--- src/logic/actc_pkg.sv ---
package actc_pkg;

	// Slave port geometry
	localparam int unsigned ACTC_ADDR_W = 4;
	localparam int unsigned ACTC_DATA_W = 32;
	localparam int unsigned ACTC_BE_W = 4;

	// Register byte offsets
	localparam logic [3:0] ACTC_STATUS_OFS = 4'h0;
	localparam logic [3:0] ACTC_MODE_OFS = 4'h4;
	localparam logic [3:0] ACTC_CTRL2_OFS = 4'h8;
	localparam logic [3:0] ACTC_MASK_OFS = 4'hc;

	// Trigger selection geometry
	localparam int unsigned ACTC_SRC_W = 4;
	localparam int unsigned ACTC_TRIG_COUNT = 16;

	// Field positions in the trigger and format control word
	localparam int unsigned ACTC_OSRC_POS = 0;
	localparam int unsigned ACTC_OEDGE_POS = 4;
	localparam int unsigned ACTC_OSOFT_POS = 6;
	localparam int unsigned ACTC_PSRC_POS = 8;
	localparam int unsigned ACTC_PEDGE_POS = 12;
	localparam int unsigned ACTC_PSOFT_POS = 14;
	localparam int unsigned ACTC_ALIGN_POS = 16;
	localparam int unsigned ACTC_PERCH_POS = 17;

	// Field positions in the mode word
	localparam int unsigned ACTC_SEQ_POS = 0;

	// Status and mask bit positions
	localparam int unsigned ACTC_ST_W = 4;
	localparam int unsigned ACTC_ST_GROUP = 0;
	localparam int unsigned ACTC_ST_ORD = 1;
	localparam int unsigned ACTC_ST_PRE = 2;
	localparam int unsigned ACTC_ST_OVF = 3;

	// Edge qualification codes
	localparam logic [1:0] ACTC_EDGE_NONE = 2'h0;
	localparam logic [1:0] ACTC_EDGE_RISE = 2'h1;
	localparam logic [1:0] ACTC_EDGE_FALL = 2'h2;
	localparam logic [1:0] ACTC_EDGE_ANY = 2'h3;

	// Values after reset
	localparam logic [3:0] ACTC_SRC_RST = 4'h0;
	localparam logic [1:0] ACTC_EDGE_RST = 2'h0;
	localparam logic [3:0] ACTC_STATUS_RST = 4'h0;
	localparam logic [3:0] ACTC_MASK_RST = 4'h0;
	localparam logic [31:0] ACTC_WORD_RST = 32'h0000_0000;

endpackage

--- src/logic/actc_top.sv ---
`timescale 1ns/1ps
module actc_top
#(
	parameter int unsigned TRIG_COUNT = actc_pkg::ACTC_TRIG_COUNT
)
(
	input wire logic clk,
	input wire logic reset,
	input wire logic [actc_pkg::ACTC_ADDR_W-1:0] avs_address,
	input wire logic avs_read,
	input wire logic avs_write,
	input wire logic [actc_pkg::ACTC_DATA_W-1:0] avs_writedata,
	input wire logic [actc_pkg::ACTC_BE_W-1:0] avs_byteenable,
	output logic [actc_pkg::ACTC_DATA_W-1:0] avs_readdata,
	output logic avs_waitrequest,
	input wire logic [TRIG_COUNT-1:0] ord_triggers,
	input wire logic [TRIG_COUNT-1:0] pre_triggers,
	output logic ord_start,
	output logic pre_start,
	input wire logic ord_started,
	input wire logic pre_started,
	input wire logic ord_channel_done,
	input wire logic ord_last_channel,
	input wire logic pre_channel_done,
	input wire logic pre_last_channel,
	input wire logic ord_result_read,
	output logic result_left_align,
	output logic overflow_detect_enable,
	output logic irq
);
	import actc_pkg::*;

	// Refuse trigger counts the selector field cannot address
	if (TRIG_COUNT < 1 || TRIG_COUNT > (1 << ACTC_SRC_W))
	begin : g_bad_count
		$error("actc_top: TRIG_COUNT out of range");
	end

	typedef struct packed {
		logic [ACTC_SRC_W-1:0] ord_src;
		logic [1:0] ord_edge;
		logic ord_soft;
		logic [ACTC_SRC_W-1:0] pre_src;
		logic [1:0] pre_edge;
		logic pre_soft;
		logic align;
		logic per_ch;
		logic seq_mode;
		logic [ACTC_ST_W-1:0] status;
		logic [ACTC_ST_W-1:0] mask;
		logic result_pending;
		logic ack;
		logic [ACTC_DATA_W-1:0] rdata;
		logic ord_start;
		logic pre_start;
	} actc_state_t;

	actc_state_t st_ff;
	actc_state_t nxt_st;

	logic ord_hw_pulse;
	logic pre_hw_pulse;
	logic bus_req;
	logic taken;
	logic wr_ctrl2;
	logic wr_mode;
	logic wr_mask;
	logic rd_status;
	logic [ACTC_DATA_W-1:0] ctrl2_word;
	logic [ACTC_DATA_W-1:0] ctrl2_new;
	logic [ACTC_DATA_W-1:0] mode_new;
	logic [ACTC_DATA_W-1:0] mask_new;
	logic [ACTC_DATA_W-1:0] rd_word;
	logic ord_soft_set;
	logic pre_soft_set;
	logic group_end_evt;
	logic ord_end_evt;
	logic pre_end_evt;
	logic ovf_evt;
	logic [ACTC_ST_W-1:0] st_set;
	logic [ACTC_ST_W-1:0] st_clr;

	// Byte-lane merge for partial writes
	function automatic logic [ACTC_DATA_W-1:0] lane_merge(
		input logic [ACTC_DATA_W-1:0] old_w,
		input logic [ACTC_DATA_W-1:0] new_w,
		input logic [ACTC_BE_W-1:0] be
	);
		logic [ACTC_DATA_W-1:0] res;
		res = old_w;
		for (int i = 0; i < ACTC_BE_W; i++)
		begin
			if (be[i])
				res[8*i +: 8] = new_w[8*i +: 8];
		end
		return res;
	endfunction

	// Trigger qualification, one instance per group
	actc_edge_qual #(
		.TRIG_COUNT(TRIG_COUNT)
	) u_ord_qual (
		.clk(clk),
		.reset(reset),
		.trig_in(ord_triggers),
		.source_sel(st_ff.ord_src),
		.edge_sel(st_ff.ord_edge),
		.start_pulse(ord_hw_pulse)
	);

	actc_edge_qual #(
		.TRIG_COUNT(TRIG_COUNT)
	) u_pre_qual (
		.clk(clk),
		.reset(reset),
		.trig_in(pre_triggers),
		.source_sel(st_ff.pre_src),
		.edge_sel(st_ff.pre_edge),
		.start_pulse(pre_hw_pulse)
	);

	// Control word image; bits not assembled here read as zero
	always_comb
	begin
		ctrl2_word = ACTC_WORD_RST;
		ctrl2_word[ACTC_OSRC_POS +: ACTC_SRC_W] = st_ff.ord_src;
		ctrl2_word[ACTC_OEDGE_POS +: 2] = st_ff.ord_edge;
		ctrl2_word[ACTC_OSOFT_POS] = st_ff.ord_soft;
		ctrl2_word[ACTC_PSRC_POS +: ACTC_SRC_W] = st_ff.pre_src;
		ctrl2_word[ACTC_PEDGE_POS +: 2] = st_ff.pre_edge;
		ctrl2_word[ACTC_PSOFT_POS] = st_ff.pre_soft;
		ctrl2_word[ACTC_ALIGN_POS] = st_ff.align;
		ctrl2_word[ACTC_PERCH_POS] = st_ff.per_ch;
	end

	// Read multiplexer; unmapped offsets answer zero
	always_comb
	begin
		rd_word = ACTC_WORD_RST;
		unique case (avs_address)
			ACTC_STATUS_OFS: rd_word[ACTC_ST_W-1:0] = st_ff.status;
			ACTC_MODE_OFS: rd_word[ACTC_SEQ_POS] = st_ff.seq_mode;
			ACTC_CTRL2_OFS: rd_word = ctrl2_word;
			ACTC_MASK_OFS: rd_word[ACTC_ST_W-1:0] = st_ff.mask;
			default: rd_word = ACTC_WORD_RST;
		endcase
	end

	// Bus decode: one wait state, request taken while ack is up
	assign bus_req = avs_read | avs_write;
	assign taken = bus_req & st_ff.ack;
	assign wr_ctrl2 = taken & avs_write & (avs_address == ACTC_CTRL2_OFS);
	assign wr_mode = taken & avs_write & (avs_address == ACTC_MODE_OFS);
	assign wr_mask = taken & avs_write & (avs_address == ACTC_MASK_OFS);
	assign rd_status = taken & avs_read & (avs_address == ACTC_STATUS_OFS);
	assign ctrl2_new = lane_merge(ctrl2_word, avs_writedata, avs_byteenable);
	assign mode_new = lane_merge(ACTC_WORD_RST, avs_writedata, avs_byteenable);
	assign mask_new = lane_merge(ACTC_WORD_RST, avs_writedata, avs_byteenable);
	assign ord_soft_set = wr_ctrl2 & ctrl2_new[ACTC_OSOFT_POS];
	assign pre_soft_set = wr_ctrl2 & ctrl2_new[ACTC_PSOFT_POS];

	// Converter events; in sequence mode only the last channel ends a group
	assign group_end_evt = ord_channel_done & (~st_ff.seq_mode | ord_last_channel);
	assign ord_end_evt = ord_channel_done & (st_ff.per_ch | ~st_ff.seq_mode | ord_last_channel);
	assign pre_end_evt = pre_channel_done & (~st_ff.seq_mode | pre_last_channel);
	// A result read in the same cycle frees the slot, so no overflow then
	assign ovf_evt = st_ff.per_ch & ord_channel_done & st_ff.result_pending & ~ord_result_read;

	always_comb
	begin
		st_set = '0;
		st_set[ACTC_ST_GROUP] = group_end_evt;
		st_set[ACTC_ST_ORD] = ord_end_evt;
		st_set[ACTC_ST_PRE] = pre_end_evt;
		st_set[ACTC_ST_OVF] = ovf_evt;
	end

	// Only bits the master actually saw are cleared by its read
	assign st_clr = rd_status ? st_ff.rdata[ACTC_ST_W-1:0] : '0;

	// Next-state logic of the whole block
	always_comb
	begin
		nxt_st = st_ff;
		nxt_st.ack = bus_req & ~st_ff.ack;
		if (bus_req & ~st_ff.ack)
			nxt_st.rdata = avs_read ? rd_word : ACTC_WORD_RST;
		if (wr_ctrl2)
		begin
			nxt_st.ord_src = ctrl2_new[ACTC_OSRC_POS +: ACTC_SRC_W];
			nxt_st.ord_edge = ctrl2_new[ACTC_OEDGE_POS +: 2];
			nxt_st.pre_src = ctrl2_new[ACTC_PSRC_POS +: ACTC_SRC_W];
			nxt_st.pre_edge = ctrl2_new[ACTC_PEDGE_POS +: 2];
			nxt_st.align = ctrl2_new[ACTC_ALIGN_POS];
			nxt_st.per_ch = ctrl2_new[ACTC_PERCH_POS];
			nxt_st.ord_soft = ctrl2_new[ACTC_OSOFT_POS];
			nxt_st.pre_soft = ctrl2_new[ACTC_PSOFT_POS];
		end
		// Converter start acknowledge clears the soft bit unless set again now
		if (ord_started & ~ord_soft_set)
			nxt_st.ord_soft = 1'b0;
		if (pre_started & ~pre_soft_set)
			nxt_st.pre_soft = 1'b0;
		if (wr_mode)
			nxt_st.seq_mode = mode_new[ACTC_SEQ_POS];
		if (wr_mask)
			nxt_st.mask = mask_new[ACTC_ST_W-1:0];
		// Set wins over a read-clear in the same cycle
		nxt_st.status = (st_ff.status & ~st_clr) | st_set;
		// A new result outranks a read of the old one
		if (ord_channel_done)
			nxt_st.result_pending = 1'b1;
		else if (ord_result_read)
			nxt_st.result_pending = 1'b0;
		nxt_st.ord_start = ord_hw_pulse | ord_soft_set;
		nxt_st.pre_start = pre_hw_pulse | pre_soft_set;
	end

	// State register
	always_ff @(posedge clk)
	begin
		if (reset)
		begin
			st_ff <= '0;
			st_ff.ord_src <= ACTC_SRC_RST;
			st_ff.pre_src <= ACTC_SRC_RST;
			st_ff.ord_edge <= ACTC_EDGE_RST;
			st_ff.pre_edge <= ACTC_EDGE_RST;
			st_ff.status <= ACTC_STATUS_RST;
			st_ff.mask <= ACTC_MASK_RST;
			st_ff.rdata <= ACTC_WORD_RST;
		end
		else
			st_ff <= nxt_st;
	end

	// Outputs
	assign avs_waitrequest = bus_req & ~st_ff.ack;
	assign avs_readdata = st_ff.rdata;
	assign ord_start = st_ff.ord_start;
	assign pre_start = st_ff.pre_start;
	assign result_left_align = st_ff.align;
	assign overflow_detect_enable = st_ff.per_ch;
	assign irq = |(st_ff.status & st_ff.mask);

	a_soft_ord_start: assert property (@(posedge clk) disable iff (reset)
		ord_soft_set |=> ord_start && st_ff.ord_soft)
		else $error("ordinary soft start gave no start pulse");

	a_soft_ord_clear: assert property (@(posedge clk) disable iff (reset)
		(ord_started && !ord_soft_set) |=> !st_ff.ord_soft)
		else $error("ordinary soft start bit not cleared on start");

	a_soft_pre_clear: assert property (@(posedge clk) disable iff (reset)
		(pre_started && !pre_soft_set) |=> !st_ff.pre_soft)
		else $error("preempted soft start bit not cleared on start");

	a_hw_start_pass: assert property (@(posedge clk) disable iff (reset)
		(ord_hw_pulse || pre_hw_pulse) |=> (ord_start || pre_start))
		else $error("hardware trigger gave no start pulse");

	a_group_end_last: assert property (@(posedge clk) disable iff (reset)
		$rose(st_ff.status[ACTC_ST_GROUP]) |-> $past(ord_channel_done && (!st_ff.seq_mode || ord_last_channel)))
		else $error("group end flag raised before the last channel");

	a_per_chan_flag: assert property (@(posedge clk) disable iff (reset)
		(ord_channel_done && st_ff.per_ch) |=> st_ff.status[ACTC_ST_ORD])
		else $error("per channel end flag not raised");

	a_ovf_detect: assert property (@(posedge clk) disable iff (reset)
		(st_ff.per_ch && ord_channel_done && st_ff.result_pending && !ord_result_read)
		|=> st_ff.status[ACTC_ST_OVF])
		else $error("overflow not detected with per channel flag on");

	a_ovf_irq_gate: assert property (@(posedge clk) disable iff (reset)
		(st_ff.status == (4'h1 << ACTC_ST_OVF)) |-> (irq == st_ff.mask[ACTC_ST_OVF]))
		else $error("overflow interrupt not gated by its enable");

	a_src_reset_zero: assert property (@(posedge clk)
		$past(reset) |-> (st_ff.ord_src == ACTC_SRC_RST && st_ff.pre_src == ACTC_SRC_RST))
		else $error("trigger source fields not zero after reset");

	a_bus_one_wait: assert property (@(posedge clk) disable iff (reset)
		(avs_read && avs_waitrequest) |=> !avs_waitrequest)
		else $error("read not answered after one wait state");

	a_soft_pre_start: assert property (@(posedge clk) disable iff (reset)
		pre_soft_set |=> pre_start && st_ff.pre_soft)
		else $error("preempted soft start gave no start pulse");

	a_pre_end_last: assert property (@(posedge clk) disable iff (reset)
		$rose(st_ff.status[ACTC_ST_PRE]) |-> $past(pre_channel_done && (!st_ff.seq_mode || pre_last_channel)))
		else $error("preempted end flag raised before the last channel");

endmodule

--- src/logic/actc_edge_qual.sv ---
`timescale 1ns/1ps
module actc_edge_qual
#(
	parameter int unsigned TRIG_COUNT = actc_pkg::ACTC_TRIG_COUNT
)
(
	input wire logic clk,
	input wire logic reset,
	input wire logic [TRIG_COUNT-1:0] trig_in,
	input wire logic [actc_pkg::ACTC_SRC_W-1:0] source_sel,
	input wire logic [1:0] edge_sel,
	output logic start_pulse
);
	import actc_pkg::*;

	// Refuse trigger counts the selector field cannot address
	if (TRIG_COUNT < 1 || TRIG_COUNT > (1 << ACTC_SRC_W))
	begin : g_bad_count
		$error("actc_edge_qual: TRIG_COUNT out of range");
	end

	typedef struct packed {
		logic [TRIG_COUNT-1:0] sync1;
		logic [TRIG_COUNT-1:0] sync2;
		logic [TRIG_COUNT-1:0] prev;
		logic pulse;
	} actc_eq_state_t;

	actc_eq_state_t st_ff;
	actc_eq_state_t nxt_st;
	logic cur_level;
	logic old_level;
	logic hit;

	// Whole vector is synchronised so a source change never fakes an edge
	always_comb
	begin
		cur_level = 1'b0;
		old_level = 1'b0;
		if (32'(source_sel) < TRIG_COUNT)
		begin
			cur_level = st_ff.sync2[source_sel];
			old_level = st_ff.prev[source_sel];
		end
		unique case (edge_sel)
			ACTC_EDGE_NONE: hit = 1'b0;
			ACTC_EDGE_RISE: hit = cur_level & ~old_level;
			ACTC_EDGE_FALL: hit = ~cur_level & old_level;
			ACTC_EDGE_ANY: hit = cur_level ^ old_level;
		endcase
		nxt_st = st_ff;
		nxt_st.sync1 = trig_in;
		nxt_st.sync2 = st_ff.sync1;
		nxt_st.prev = st_ff.sync2;
		nxt_st.pulse = hit;
	end

	// State register
	always_ff @(posedge clk)
	begin
		if (reset)
			st_ff <= '0;
		else
			st_ff <= nxt_st;
	end

	assign start_pulse = st_ff.pulse;

	a_edge_off_quiet: assert property (@(posedge clk) disable iff (reset)
		$past(edge_sel) == ACTC_EDGE_NONE |-> !start_pulse)
		else $error("start pulse with edge triggering off");

	a_rise_one_pulse: assert property (@(posedge clk) disable iff (reset)
		(edge_sel == ACTC_EDGE_RISE && cur_level && !old_level) |=> start_pulse ##1 !start_pulse)
		else $error("rising edge did not give exactly one pulse");

	a_fall_only: assert property (@(posedge clk) disable iff (reset)
		(edge_sel == ACTC_EDGE_FALL && cur_level) |=> !start_pulse)
		else $error("falling mode fired on a high level");

endmodule

--- config.mk ---
export PLATFORM = sky130hd
export DESIGN_NAME = actc_top
export DESIGN_NICKNAME = d
export VERILOG_FILES = /design/src/logic/actc_pkg.sv /design/src/logic/actc_top.sv /design/src/logic/actc_edge_qual.sv
export SDC_FILE = /design/constraint.sdc
export NUM_CORES = 1
export LEC_CHECK = 0
export BUFFER_PORTS_ARGS = -buffer_cell sky130_fd_sc_hd__buf_2
export CAP_MARGIN = 20
export CORE_ASPECT_RATIO = 1.75
export CORE_MARGIN = 4
export CORE_UTILIZATION = 55
export DETAILED_ROUTE_END_ITERATION = 8
export PLACE_DENSITY = 0.91
export SETUP_SLACK_MARGIN = 0.5
export SYNTH_ARGS = -nofsm -noshare
export SYNTH_HDL_FRONTEND = slang
export SYNTH_SLANG_ARGS = --single-unit
--- constraint.sdc ---
create_clock -name clk -period 3.3 [get_ports clk]
set_input_delay 0.495 -clock clk [delete_from_list [all_inputs] [get_ports clk]]
set_output_delay 0.495 -clock clk [all_outputs]
set_load 0.01 [all_outputs]
==> results_dict.tcl, run 1 <==
set metrics [dict create \
    drv_cap 0 \
    layout.nets 655 \
    grt_first_pass_wirelength_mm 15.47 \
    cp.depth 8 \
    overflow 0 \
    synthTopCellsByArea "dfxtp_1, nor2b_1, mux4_2" \
    crit_path_end_kind "flip-flop" \
    yosysWarnings 0 \
    holdWs_ns 0.2947 \
    wl_per_cell_um 13.53 \
    yosysSeqAreaShare_pct 53.72 \
    rsz0062_at_grt "no" \
    crit_path_max_incr_delay_ns 0.69 \
    hold_violations 0 \
    worst-path-buf-inv 1 \
    path_cells "mux4_2 -> nand3_1 -> and4_1 -> inv_2 -> ha_1 -> mux2i_1 -> a21oi_1 -> nor2_1" \
    reg2reg_slack_ns 1.00 \
    power.internal_w 0.003092 \
    via_per_inst 5.065 \
    worst_setup_path_start_kind "flip-flop" \
    grt-busiest-layer "met2" \
    drt-total-wl_mm 9.515 \
    syn_to_final_growth_pct 16.91 \
    drc 0 \
    core_um2 9468 \
    dieArea_um2 11390 \
    clockBufferDepth 2 \
    cts_root_buf "clkbuf_16" \
    htree_levels 4 \
    syn_inst 502 \
    drt_iter0_drc 156 \
    r2r-end "u_ord_qual.start_pulse" \
    fp.dieW_um 82.41 \
    grt_pass1_vias 3534 \
    tightest_slew_ns 0.7022 \
    grt_max_degree 79 \
    pwr-share-clk_pct 49.7 \
    worstRegToRegCells 8 \
    start_util_pct 56.28 \
    hpwlAfterDp_mm 6.706 \
    grt_usage_pct 17.52 \
    crit_required_ns 3.64 \
    ctsResizeCount 0 \
    drt.antenna.violating_nets 0 \
    clk_pin_slew_ns 0.06 \
    portBuffers 87 \
    r2r_start "ctrl2_word[0]" \
    comb_power_share_pct 4.2 \
    groute.layer.met2.usage_pct 30.80 \
    ios 121 \
    grt_use_met1_pct 17.85 \
    cp_max_fo 10 \
    cts_sinks 143 \
    numCtsBuffers 17 \
    netlist.area_leader.share_pct 53.72 \
    post_cts_buffers 0 \
    hp-class "input port to flip-flop" \
    worst-setup-path-type "flip-flop to flip-flop" \
    power.share.sequential_pct 46.1 \
    fin_crit_sh_pct 69.67 \
    netlist_area_um2 5329 \
    min_to "u_pre_qual.nxt_st[29]" \
    fmaxAchievable_ghz 0.4350 \
    synth-seq-cells 143 \
    yosys.area.top_type "dfxtp_1" \
    cts-hold-fix-buffers 0 \
    switching_share_pct 20.57 \
    cts_tree "yes" \
    power.density_nw_per_um2 624.9 \
    period_minus_slack_ns 2.299 \
    switchingPower_w 0.0008009 \
    hold_depth 2 \
    worstHoldStart "pre_triggers[12]" \
    final_common_cell "dfxtp_1" \
    worstSkewPairLatency_ns 0.41 \
    arrival_ns 2.64 \
    setup_tns_ns 0 \
    antennaDiodeCount 0 \
    syn_avg_cell_area_um2 10.62 \
    leakage_nw 2.552 \
    synth_cell_type_count 34 \
    outcome "finished clean" \
    worst_path_dominant_cell_family "multiplexers" \
    slew_headroom_pct 53.19 \
    met3_usage_pct 4.362 \
    rows 47 \
    place.gp.congestion 0.7847 \
    antenna_found_initial 0 \
    die_h_um 138.2 \
    drive_gt1_share_pct 26.16 \
    dr.pass1.iters 4 \
    vias 3561 \
    ir_worst_vdd_mv 0.4211 \
    finClkSkew_ns 0.007171 \
    setup_violations 0 \
    drv_slew 0 \
    final_cell_mix "dfxtp_1, nor2b_1, buf_2" \
    cp_slowest_cell "dfxtp_1" \
]
-- cell usage after synthesis --
master and instances:
nor2b_1 101, a22o_1 3, buf_2 5, and4_1 4, buf_1 4, a21oi_1 14, conb_1 1, dfxtp_1 143
o21ai_0 8, mux4_2 17, nand2_1 28, and2_1 3, and4bb_4 1, buf_6 5, inv_1 10, a21oi_2 2
and3_4 2, nand3_1 12, mux2_2 3, nand3b_1 1, nor4b_2 1, mux2i_1 15, nor2b_2 1, a211o_1 2
nand2b_1 1, a22oi_1 18, nor2_1 42, buf_4 32, nand4_1 1, and3_1 1, inv_2 4, o21bai_1 1
ha_1 4, clkbuf_1 12
-- worst max path at each step --
stage             startpoint                     end  slack (ns)
2_1_floorplan  ctrl2_word[8]  u_pre_qual.start_pulse        1.42
3_3_place_gp   ctrl2_word[8]  u_pre_qual.start_pulse        1.01
3_5_place_dp   ctrl2_word[0]  u_ord_qual.start_pulse        0.96
4_1_cts        ctrl2_word[0]  u_ord_qual.start_pulse        0.95
5_1_grt        ctrl2_word[0]  u_ord_qual.start_pulse        0.77
6_report       ctrl2_word[0]  u_ord_qual.start_pulse        1.00
-- per-stage QoR --
stage	utilization, %	setup slack [ns]	cells	total power (W)	area [um^2]
after floorplan	-	1.422	517	0.001945	5385
after global placement	59.32	1.009	671	0.001986	5617
after detailed placement	59.32	0.9570	671	0.001996	5617
after CTS	65.80	0.9454	703	0.003923	6230
after global routing	65.80	0.7722	703	0.004021	6230
final	65.80	1.001	703	0.003893	6230
-- kinds of logic after synthesis --
group                      after synthesis  synth area share, %
and+or+nand+nor                        199                20.59
DFF                                    143                53.72
buffers and inverters                   72                8.147
AOI/OAI and AO/OA                       48                5.894
muxes                                   35                10.64
adders and majority gates                4               0.9392
other                                    1              0.07037
-- layer usage --
layer | routed length [um] | part of all wire (%)
met5 | 0 | 0
met4 | 324 | 3.4
met3 | 581 | 6.1
met2 | 5161 | 54
met1 | 3448 | 36
-- sequential cells by signal (all words and copies together) (netlist names) --
register / flops
u_ord_qual.start_pulse: 1
u_ord_qual.nxt_st: 32
u_pre_qual.start_pulse: 1
st_ff: 11
overflow_detect_enable: 1
ord_start: 1
u_pre_qual.nxt_st: 32
u_ord_qual.st_ff: 16
u_pre_qual.st_ff: 16
pre_start: 1
avs_readdata: 16
ctrl2_word: 14
result_left_align: 1
-- power by group through the flow --
stage	registers, W	logic, W	clock network [W]
5_1_grt	0.00180	0.000181	0.00204
3_5_place_dp	0.00183	0.000162	0
2_1_floorplan	0.00183	0.000118	0
4_1_cts	0.00180	0.000164	0.00196
6_report	0.00180	0.000164	0.00193
3_3_place_gp	0.00183	0.000156	0
-- worst register-to-register path, delay by kind of cell (launching register included) --
family / cells / cell delay (ns)
AO/OA/AOI/OAI: 1 / 0.08
adder cells (fa/ha/maj): 1 / 0.26
buffers and inverters: 1 / 0.04
flip-flops: 1 / 0.69
multiplexers: 2 / 0.74
AND/OR/NAND/NOR: 3 / 0.42
-- cell type report --
cell class                      count  area [um^2]
Tap cell                          122        152.6
Fill cell                         732         3238
Sequential cell                   143         2863
Multi-Input combinational cell    302         2088
Clock inverter                     12        156.4
Inverter                           14        52.55
Timing Repair Buffer               90        460.4
Clock buffer                       20        456.7
(Power assumes the default switching activity.)
==> run 2, diff against run 1 <==
--- a/config.mk
+++ b/config.mk
@@ -9,9 +9,9 @@
 export CAP_MARGIN = 20
 export CORE_ASPECT_RATIO = 1.75
 export CORE_MARGIN = 4
-export CORE_UTILIZATION = 55
+export CORE_UTILIZATION = 48
 export DETAILED_ROUTE_END_ITERATION = 8
-export PLACE_DENSITY = 0.91
+export PLACE_DENSITY = 0.85
 export SETUP_SLACK_MARGIN = 0.5
 export SYNTH_ARGS = -nofsm -noshare
 export SYNTH_HDL_FRONTEND = slang
==> constraint.sdc (replaced) <==
create_clock -name clk -period 1.9 [get_ports clk]
set_input_delay 0.285 -clock clk [delete_from_list [all_inputs] [get_ports clk]]
set_output_delay 0.285 -clock clk [all_outputs]
set_load 0.01 [all_outputs]
==> run 2 against run 1 <==
  * The run now ends with negative setup slack left
  * Clock skew is 0.0078 ns higher
  * Clock power is 63% higher
  * Cell count is 3.6% higher
  * Register-to-register slack worse by 1.1 ns
  * Largest power group unchanged
==> results_dict.tcl, run 2 (synthesis results as in run 1) <==
set metrics [dict create \
    drv_slew 0 \
    portBuffers 87 \
    dr.pass1.iters 4 \
    hold_violations 0 \
    fmaxAchievable_ghz 0.5120 \
    hp-class "input port to flip-flop" \
    rsz0062_at_grt "yes" \
    finClkSkew_ns 0.01496 \
    drt-total-wl_mm 9.990 \
    cp_max_fo 5 \
    outcome "finished, violations left" \
    drt.antenna.violating_nets 0 \
    cts_sinks 143 \
    clk_pin_slew_ns 0.06 \
    antenna_found_initial 0 \
    ir_worst_vdd_mv 0.6468 \
    fp.dieW_um 87.65 \
    worstSkewPairLatency_ns 0.41 \
    via_per_inst 4.889 \
    place_ws_ns -0.1462 \
    dieArea_um2 12920 \
    die_h_um 147.4 \
    fin_crit_sh_pct 102.8 \
    syn_to_final_growth_pct 22.07 \
    core_um2 10760 \
    place.gp.congestion 0.8172 \
    setup_violations 2 \
    violations "negative setup slack" \
    drc 0 \
    drv_cap 0 \
    worst_setup_path_start_kind "flip-flop" \
    crit_required_ns 2.19 \
    wl_per_cell_um 13.72 \
    grt_pass1_vias 3712 \
    fillerInstances 887 \
    final_common_cell "dfxtp_1" \
    arrival_ns 2.24 \
    place_area_um2 5754 \
    cts_tree "yes" \
    period_minus_slack_ns 1.953 \
    start_util_pct 49.52 \
    worst-setup-path-type "flip-flop to flip-flop" \
    setup_ws_ns -0.05316 \
    grt_max_degree 53 \
    grt_first_pass_wirelength_mm 16.03 \
    ios 121 \
    antennaDiodeCount 0 \
    drt_iter0_drc 118 \
    rows 50 \
    overflow 0 \
    clockBufferDepth 2 \
    layout.nets 672 \
    cts-hold-fix-buffers 0 \
    grt_usage_pct 15.86 \
    crit_path_end_kind "flip-flop" \
    cts_root_buf "clkbuf_16" \
    final_cell_mix "dfxtp_1, nor2b_1, buf_2" \
    numCtsBuffers 17 \
    hpwlAfterDp_mm 6.825 \
    htree_levels 4 \
    vias 3559 \
    leakage_nw 2.669 \
    design_area_um2 6505 \
    power.density_nw_per_um2 1014 \
    drive_gt1_share_pct 31.94 \
]
## run 2: final timing paths
check | start | to | slack [ns] | cells after the start
setup / recovery | ctrl2_word[0] | u_ord_qual.start_pulse | -0.05 | 9
hold / removal | pre_triggers[11] | u_pre_qual.nxt_st[28] | 0.08 | 2
setup reg to reg | ctrl2_word[0] | u_ord_qual.start_pulse | -0.05 | 9
hold reg to reg | u_ord_qual.nxt_st[28] | u_ord_qual.nxt_st[12] | 0.43 | 1
## run 2: power by group
group          leakage (nW)  internal [W]  switching, W  total, W
Clock                 0.284       0.00191       0.00124   0.00315
Sequential             1.17       0.00309     0.0000309   0.00312
Combinational          1.21      0.000165      0.000160  0.000325
Total                  2.67       0.00517       0.00143   0.00660
## run 2: repair_timing
action	4_1_cts	5_1_grt
hold endpoints to repair	0	0
pin swaps	4	8
buffers inserted	2	4
endpoints found under the setup margin	27	22
gates resized for setup	14	19
gates cloned	0	1
## run 2: critical path, stage by stage, from the launching register on
cell     delay (ns)
dfxtp_4        0.36
buf_12         0.12
mux4_2         0.51
nand3_2        0.07
and4_4         0.23
inv_2          0.03
ha_1           0.27
mux2i_1        0.06
a21oi_1        0.13
nor2_1         0.05
## run 2: metal layers
layer  track usage (%)  vias to the layer above  part of all wire, %
met2             29.61                      102                   56
met3             4.518                       21                  5.6
met5                 0                        -                    0
met1             15.14                     1660                   36
met4             7.988                        0                  2.4
li1                  -                     1776                    -
## run 2: final cells by class
cell class                 count  area (um^2)  area share (%)
inverter                      14        52.55          0.8078
timing repair buffer         106        664.4           10.21
multi-input combinational    303         2172           33.39
tap                          130        162.7           2.500
sequential                   143         2878           44.24
clock inverter                11        105.1           1.616
clock buffer                  21        470.5           7.232
## run 2: stage by stage
step / power (W) / hold slack (ns) / util [%] / TNS [ns] / instances
floorplan: 0.003378 / 0.4057 / - / 0 / 517
global placement: 0.003463 / 0.4182 / 53.48 / -0.1540 / 689
detailed placement: 0.003482 / 0.4212 / 53.48 / -0.2092 / 689
CTS: 0.006658 / 0.06204 / 59.41 / -0.1326 / 723
global route: 0.006843 / 0.07193 / 60.45 / -0.2939 / 728
finish: 0.006598 / 0.07938 / 60.45 / -0.09740 / 728
